### config.mk
export PLATFORM = sky130hd
export DESIGN_NAME = mmpc_top
export DESIGN_NICKNAME = d
export VERILOG_FILES = /design/src/mmpc_pkg.sv /design/src/mmpc_xlate.sv /design/src/mmpc_top.sv
export VERILOG_INCLUDE_DIRS = /design/src
export SDC_FILE = /design/constraint.sdc
export NUM_CORES = 1
export LEC_CHECK = 0
export BUFFER_PORTS_ARGS = -buffer_cell sky130_fd_sc_hd__buf_2
export CAP_MARGIN = 20
export CORE_UTILIZATION = 41
export DETAILED_ROUTE_END_ITERATION = 16
export PLACE_DENSITY_LB_ADDON = 0.2
export SLEW_MARGIN = 20
export SYNTH_ARGS = -nofsm -noshare
export SYNTH_HDL_FRONTEND = slang
export SYNTH_SLANG_ARGS = --single-unit
### constraint.sdc
create_clock -name sys_clk_i -period 1.9 [get_ports sys_clk_i]
set_clock_uncertainty 0.15 [all_clocks]
set_input_delay 0.19 -clock sys_clk_i [delete_from_list [all_inputs] [get_ports sys_clk_i]]
set_output_delay 0.19 -clock sys_clk_i [all_outputs]
set_load 0.005 [all_outputs]
### src/mmpc_cfg.svh
// constants of the memory map paging controller
// assumes one system bus clock and a synchronous active-high reset
// Notes on behaviour
// - The page index leaves reset at 0xE so local 0x0000-0xFFFF is one linear flash region.
// - Local 0xC000-0xFFFF always maps to global page 0xF whatever the page index holds.
// - Normal single chip mode runs application code from inside and drives no external bus.
// - Special single chip mode starts in active debug mode with debug firmware in control.
// - Debug tables and registers are selected only in debug read and write cycles.
// - In active debug mode the debug resources appear at local 0xFF00-0xFFFF.
// - In active debug mode resources sharing the debug range are hidden from the map.
// - In active debug mode with page index 0x0F debug resources also appear at 0xBF00-0xBFFF.
// - The four-bit page index selects one of sixteen 16KB blocks for the window at 0x8000.
`ifndef MMPC_CFG_SVH
`define MMPC_CFG_SVH
`define MMPC_PAGE_RST 4'hE
`define MMPC_PAGE_FIXED 4'hF
`define MMPC_PAGE_DBG_ALIAS 4'hF
`define MMPC_LOW0_PAGE 4'hC
`define MMPC_LOW1_PAGE 4'hD
`define MMPC_REGION_LOW0 2'h0
`define MMPC_REGION_LOW1 2'h1
`define MMPC_REGION_WINDOW 2'h2
`define MMPC_DBG_HI_BASE 8'hFF
`define MMPC_DBG_ALIAS_BASE 8'hBF
`define MMPC_STRAP_WAIT 2'h3
`define MMPC_STRAP_SPECIAL 1'b0
`endif

### src/mmpc_pkg.sv
// types shared by the memory map paging controller files
// assumes the constants header supplies all numeric values
package mmpc_pkg;
  typedef struct packed {
    logic valid;
    logic write;
    logic [15:0] addr;
  } mmpc_cpu_req_t;

  typedef struct packed {
    logic valid;
    logic write;
    logic dbg_sel;
    logic res_sel;
    logic [17:0] addr;
  } mmpc_glb_req_t;

  typedef enum logic [2:0] {
    MMPC_ST_INIT = 3'h1,
    MMPC_ST_USER = 3'h2,
    MMPC_ST_DEBUG = 3'h4
  } mmpc_state_t;
endpackage

### src/mmpc_xlate.sv
// local to global address translation, purely combinational
// assumes page index and debug state come from registers of the caller
`timescale 1ns/1ps
`default_nettype none
`include "mmpc_cfg.svh"
module mmpc_xlate (
  input wire logic [15:0] addr_i,
  input wire logic [3:0] program_page_index_i,
  input wire logic dbg_active_i,
  input wire logic dbg_cycle_i,
  output logic [17:0] glb_addr_o,
  output logic dbg_sel_o,
  output logic res_sel_o
);
  logic [3:0] page;
  logic dbg_window;

  always_comb begin
    case (addr_i[15:14])
      `MMPC_REGION_LOW0: page = `MMPC_LOW0_PAGE;
      `MMPC_REGION_LOW1: page = `MMPC_LOW1_PAGE;
      `MMPC_REGION_WINDOW: page = program_page_index_i;
      default: page = `MMPC_PAGE_FIXED;
    endcase
    glb_addr_o = {page, addr_i[13:0]};
    dbg_window = dbg_active_i &&
      ((addr_i[15:8] == `MMPC_DBG_HI_BASE) ||
       ((addr_i[15:8] == `MMPC_DBG_ALIAS_BASE) &&
        (program_page_index_i == `MMPC_PAGE_DBG_ALIAS)));
    dbg_sel_o = dbg_window && dbg_cycle_i;
    // user code never sees debug resources, shared ones vanish in debug
    res_sel_o = !dbg_window;
  end
endmodule
`default_nettype wire

### src/mmpc_top.sv
// memory map paging controller: mode selection, paging and debug visibility
// assumes cpu requests and debug cycle strobes arrive on sys_clk_i
// mode strap and background debug pin are asynchronous and synchronised here
// every output is a register; requests seen before the strap has been read are dropped
`timescale 1ns/1ps
`default_nettype none
`include "mmpc_cfg.svh"
module mmpc_top (
  input wire logic sys_clk_i,
  input wire logic rst_i,
  input wire logic mode_strap_i,
  input wire logic background_debug_pin_i,
  input wire mmpc_pkg::mmpc_cpu_req_t cpu_req_i,
  input wire logic page_wr_i,
  input wire logic [3:0] page_data_i,
  input wire logic debug_read_cycle_i,
  input wire logic debug_write_cycle_i,
  input wire logic debug_entry_i,
  input wire logic debug_exit_i,
  output mmpc_pkg::mmpc_glb_req_t glb_req_o,
  output logic [3:0] program_page_index_o,
  output logic background_debug_mode_o,
  output logic special_mode_o,
  output logic app_run_o,
  output logic ext_bus_en_o,
  output logic background_debug_pin_o
);
  // pin synchronisers
  // reset to the idle high level, which reads as normal mode and an idle pin
  logic strap_s1_q;
  logic strap_s2_q;
  logic background_debug_pin_s1_q;
  logic background_debug_pin_s2_q;

  always_ff @(posedge sys_clk_i) begin
    if (rst_i) begin
      strap_s1_q <= 1'b1;
      strap_s2_q <= 1'b1;
      background_debug_pin_s1_q <= 1'b1;
      background_debug_pin_s2_q <= 1'b1;
    end else begin
      strap_s1_q <= mode_strap_i;
      strap_s2_q <= strap_s1_q;
      background_debug_pin_s1_q <= background_debug_pin_i;
      background_debug_pin_s2_q <= background_debug_pin_s1_q;
    end
  end

  // mode and debug state
  mmpc_pkg::mmpc_state_t state_q;
  mmpc_pkg::mmpc_state_t state_d;
  logic [1:0] wait_q;
  logic [1:0] wait_d;
  logic special_q;
  logic special_d;

  always_comb begin
    state_d = state_q;
    wait_d = wait_q;
    special_d = special_q;
    case (state_q)
      mmpc_pkg::MMPC_ST_INIT: begin
        // strap needs the synchroniser to fill before it is trusted
        if (wait_q == `MMPC_STRAP_WAIT) begin
          special_d = (strap_s2_q == `MMPC_STRAP_SPECIAL);
          if (strap_s2_q == `MMPC_STRAP_SPECIAL) begin
            state_d = mmpc_pkg::MMPC_ST_DEBUG;
          end else begin
            state_d = mmpc_pkg::MMPC_ST_USER;
          end
        end else begin
          wait_d = wait_q + 2'h1;
        end
      end
      mmpc_pkg::MMPC_ST_USER: begin
        // user code leaves only on an entry request from the debug logic
        if (debug_entry_i) begin
          state_d = mmpc_pkg::MMPC_ST_DEBUG;
        end
      end
      mmpc_pkg::MMPC_ST_DEBUG: begin
        // entry wins if both arrive together
        if (debug_exit_i && !debug_entry_i) begin
          state_d = mmpc_pkg::MMPC_ST_USER;
        end
      end
      default: begin
        // an illegal code restarts the mode decision
        state_d = mmpc_pkg::MMPC_ST_INIT;
        wait_d = 2'h0;
      end
    endcase
  end

  always_ff @(posedge sys_clk_i) begin
    if (rst_i) begin
      state_q <= mmpc_pkg::MMPC_ST_INIT;
      wait_q <= 2'h0;
      special_q <= 1'b0;
    end else begin
      state_q <= state_d;
      wait_q <= wait_d;
      special_q <= special_d;
    end
  end

  // program page index
  logic [3:0] page_q;
  logic [3:0] page_d;

  always_comb begin
    page_d = page_q;
    // a write takes effect for the very next request
    if (page_wr_i) begin
      page_d = page_data_i;
    end
  end

  always_ff @(posedge sys_clk_i) begin
    if (rst_i) begin
      page_q <= `MMPC_PAGE_RST;
    end else begin
      page_q <= page_d;
    end
  end

  // translation of the current request
  logic dbg_active;
  logic dbg_cycle;
  logic [17:0] xl_addr;
  logic xl_dbg_sel;
  logic xl_res_sel;

  assign dbg_active = (state_q == mmpc_pkg::MMPC_ST_DEBUG);
  // debug strobes qualify only the debug select line, never the resource select or the address map
  assign dbg_cycle = debug_read_cycle_i || debug_write_cycle_i;

  mmpc_xlate u_xlate (
    .addr_i(cpu_req_i.addr),
    .program_page_index_i(page_q),
    .dbg_active_i(dbg_active),
    .dbg_cycle_i(dbg_cycle),
    .glb_addr_o(xl_addr),
    .dbg_sel_o(xl_dbg_sel),
    .res_sel_o(xl_res_sel)
  );

  // registered outputs: translated request
  mmpc_pkg::mmpc_glb_req_t glb_q;
  mmpc_pkg::mmpc_glb_req_t glb_d;

  // requests seen before the mode is known are dropped, not queued
  always_comb begin
    glb_d.valid = cpu_req_i.valid && (state_q != mmpc_pkg::MMPC_ST_INIT);
    glb_d.write = cpu_req_i.write;
    glb_d.addr = xl_addr;
    glb_d.dbg_sel = glb_d.valid && xl_dbg_sel;
    glb_d.res_sel = glb_d.valid && xl_res_sel;
  end

  always_ff @(posedge sys_clk_i) begin
    if (rst_i) begin
      glb_q <= '0;
    end else begin
      glb_q <= glb_d;
    end
  end

  // registered outputs: mode and status
  logic run_q;
  logic run_d;
  logic dbgm_q;
  logic dbgm_d;
  logic spec_q;
  logic spec_d;
  logic ebus_q;
  logic ebus_d;
  logic [3:0] page_o_q;
  logic [3:0] page_o_d;
  logic background_debug_pin_o_q;
  logic background_debug_pin_o_d;

  always_comb begin
    // application code runs only while user state holds the cpu
    run_d = (state_q == mmpc_pkg::MMPC_ST_USER);
    dbgm_d = dbg_active;
    spec_d = special_q;
    // single chip modes only: the external bus is never enabled
    ebus_d = 1'b0;
    // index output follows the write edge, same as the index itself
    page_o_d = page_d;
    background_debug_pin_o_d = background_debug_pin_s2_q;
  end

  always_ff @(posedge sys_clk_i) begin
    if (rst_i) begin
      run_q <= 1'b0;
      dbgm_q <= 1'b0;
      spec_q <= 1'b0;
      ebus_q <= 1'b0;
      page_o_q <= `MMPC_PAGE_RST;
      background_debug_pin_o_q <= 1'b1;
    end else begin
      run_q <= run_d;
      dbgm_q <= dbgm_d;
      spec_q <= spec_d;
      ebus_q <= ebus_d;
      page_o_q <= page_o_d;
      background_debug_pin_o_q <= background_debug_pin_o_d;
    end
  end

  assign glb_req_o = glb_q;
  assign program_page_index_o = page_o_q;
  assign background_debug_mode_o = dbgm_q;
  assign special_mode_o = spec_q;
  assign app_run_o = run_q;
  assign ext_bus_en_o = ebus_q;
  assign background_debug_pin_o = background_debug_pin_o_q;
endmodule
`default_nettype wire

==> reports/qor.txt <==
Worst slew margin: 59.00%
commonest non-fill, non-tap cell in the layout: buf_2
Max FO, Critical Path: 5
Ys Warns: 0
worst r2r dst: glb_req_o[18]
Max-Cap Viols: 0
largest net degree at the start of global routing: 39
fin crit share: 95.52%
CTS tree: built
worst skew pair latency: 0.34 ns
post-route ant nets: 0
syn nets: 164
type of the most critical hold path: input port to flop
met3 global-route usage: 8.658%
M2 GR Usage: 30.63%
placed inst area: 1695 sq um
Total GRT Usage: 18.31%
core area: 3103 sq um
Antenna Cells: 0
reg2reg start: state_q[2]
nets@finish: 255
peak supply drop: 0.4573 mV
post-CTS setup buffer count: 0
Congestion Overflow GR: 0
Gates resized, CTS repair: 0
Die ar.: 3558 sq um
first-pass GRT wire length: 4712 um
Pre-antenna DRT Iters: 4
area growth from synthesis to layout: 50.23%
Synth area leader: dfxtp_1
Arr. time, crit path: 1.91 ns
Mapped Area: 1363 sq um
FF-to-FF path depth: 4
Max Fclk: 551.0 MHz
reg-to-reg setup timing slack: 0.09 ns
met1 global-route usage: 19.35%
GRT busiest layer: met2
#FFs+latches synth: 40
status: finished, final reports clean
Port Buffer Count: 60
most frequent cells in the layout: buf_2, dfxtp_1, dlygate4sd3_1
IO Pins: 62
P per Cell Area: 863.5 nW/um^2
layout cells sized above 1: 34.82%
setup_tns: 0 ns
Num CTS Buffers: 5
RSZ-0062 raised after global routing: false
Remaining DRCs: 0
Worst Setup EP: glb_req_o[18]
synthesized area per cell: 10.32 sq um
CTS clock-pin slew for the worst setup and hold paths: 0.11 ns
Syn Inst Count: 132
Worst-Margin Slew: 0.6150 ns
CTS Sinks: 40
Vias: 1,222
fin area: 2047 sq um
Critical Path Start: state_q[2]
die height: 59.65 um
antenna violations before repair: 0
critical path capture point type: flop
initial core utilization: 43.91%
Routability Congestion: 0.7763
clock buffer depth: 2
register area share after synthesis: 58.77%
initial DRC count: 39
post-layout min period: 1.815 ns
H-tree levels: 2
leakage: 0.9374 nW
Die Wd: 59.65 um
HPWL after detailed placement: 1818 um
hold path depth: 2
Routed wire per std cell: 11.20 um
total wire length: 3001 um
Vias/cell: 4.560
final hold violations: 0
fin. max-slew vios: 0
final setup violation count: 0
Startpoint Class: flop
critical path type: flop to flop
Distinct cells, synth: 33
Worst EP required: 1.99 ns
Synth top area share: 58.77%
vias in the first global route: 1,147
Rows: 20
top post-synthesis cells by area: dfxtp_1, nor2b_1, nor2_1, nand2b_1, or2_2
CTS root buffer: clkbuf_4
==> timing repair <==
| action | CTS | global route |
|---|---|---|
| endpoints found under the setup margin | 0 | 0 |
| hold endpoints to repair | 25 | 0 |
| hold buffers | 29 | 0 |
==> where the power goes <==
part	internal [mW]	leakage (nW)	switching, mW	total [mW]
clock network	0.176	0.0380	0.259	0.435
registers	0.911	0.331	0.0530	0.964
logic	0.211	0.569	0.158	0.369
==> layout make-up <==
type,count,area (sq um)
Sequential cell,40,800.8
Tap cell,44,55.05
Clock buffer,6,51.30
Timing Repair Buffer,90,598.1
Inverter,3,11.26
Fill cell,269,1056
Multi-Input combinational cell,83,520.5
Clock inverter,2,10.01
==> Yosys cell counts <==
cell type	count
a41oi_1	1
o21ai_0	2
a221oi_1	1
xnor2_1	1
nand3_1	1
nor3_2	1
nor3_1	4
nor2_1	13
or4_4	1
nand3b_1	1
or3_4	1
dfxtp_1	40
inv_2	1
conb_1	1
o22ai_1	2
buf_4	2
nand4_1	1
a311oi_1	1
nand2b_1	5
a21oi_1	4
a22oi_1	1
inv_1	2
a22o_1	1
o32a_1	1
nor2b_1	23
nor3b_1	1
or2_2	5
mux2i_1	2
a211o_1	3
ha_1	1
nand2_1	3
a2bb2oi_1	1
clkbuf_1	4
==> routing by layer <==
layer	up-vias	part of all wire, %	routed length [um]
li1	621	-	-
met1	541	40	1215
met2	50	50	1493
met3	10	7.2	216
met4	0	2.5	76
met5	-	0	0
==> state kept, by name (all words and copies together), names as in the netlist <==
register / count
special_mode_o: 1
strap_s1_q: 1
state_q: 3
spec_d: 1
background_debug_pin_o_d: 1
glb_req_o: 22
background_debug_pin_s1_q: 1
background_debug_pin_o: 1
app_run_o: 1
background_debug_mode_o: 1
wait_q: 2
strap_s2_q: 1
program_page_index_o: 4
==> how the worst min path moves through the flow <==
stage,start,to,slack [ns]
finish,page_wr_i,program_page_index_o[3],0.01
detailed placement,mode_strap_i,strap_s1_q,0.23
global placement,mode_strap_i,strap_s1_q,0.22
floorplan,background_debug_pin_i,background_debug_pin_s1_q,0.14
global route,page_wr_i,program_page_index_o[3],0.001
CTS,page_wr_i,program_page_index_o[3],0.0002
==> cell families after synthesis <==
kind of cell / synth area share, %
AND/OR/NAND/NOR: 25.34
flip-flops: 58.77
AO/OA/AOI/OAI: 9.551
buffers and inverters: 3.030
multiplexers: 1.469
adder cells (fa/ha/maj): 0.9181
other: 0.2752
XOR/XNOR: 0.6429
==> worst max-delay path, cell delays in order (launching register included) <==
cell and delay (ns):
dfxtp_1 0.43, inv_2 0.06, or3_4 0.40, or4_4 0.55, nor2b_1 0.14
==> per-stage QoR <==
stage | cells | setup WS [ns] | utilization [%] | power, mW | hold slack [ns]
global route | 268 | 0.01759 | 65.97 | 1.892 | 0.001426
floorplan | 132 | 0.1208 | - | 1.193 | 0.1438
detailed placement | 231 | 0.1016 | 54.64 | 1.301 | 0.2290
finish | 268 | 0.08507 | 65.97 | 1.768 | 0.01463
CTS | 268 | 0.09346 | 65.97 | 1.784 | 0.0002344
global placement | 231 | 0.1493 | 54.64 | 1.291 | 0.2221
Note: power is estimated with default switching activity, not from simulation.
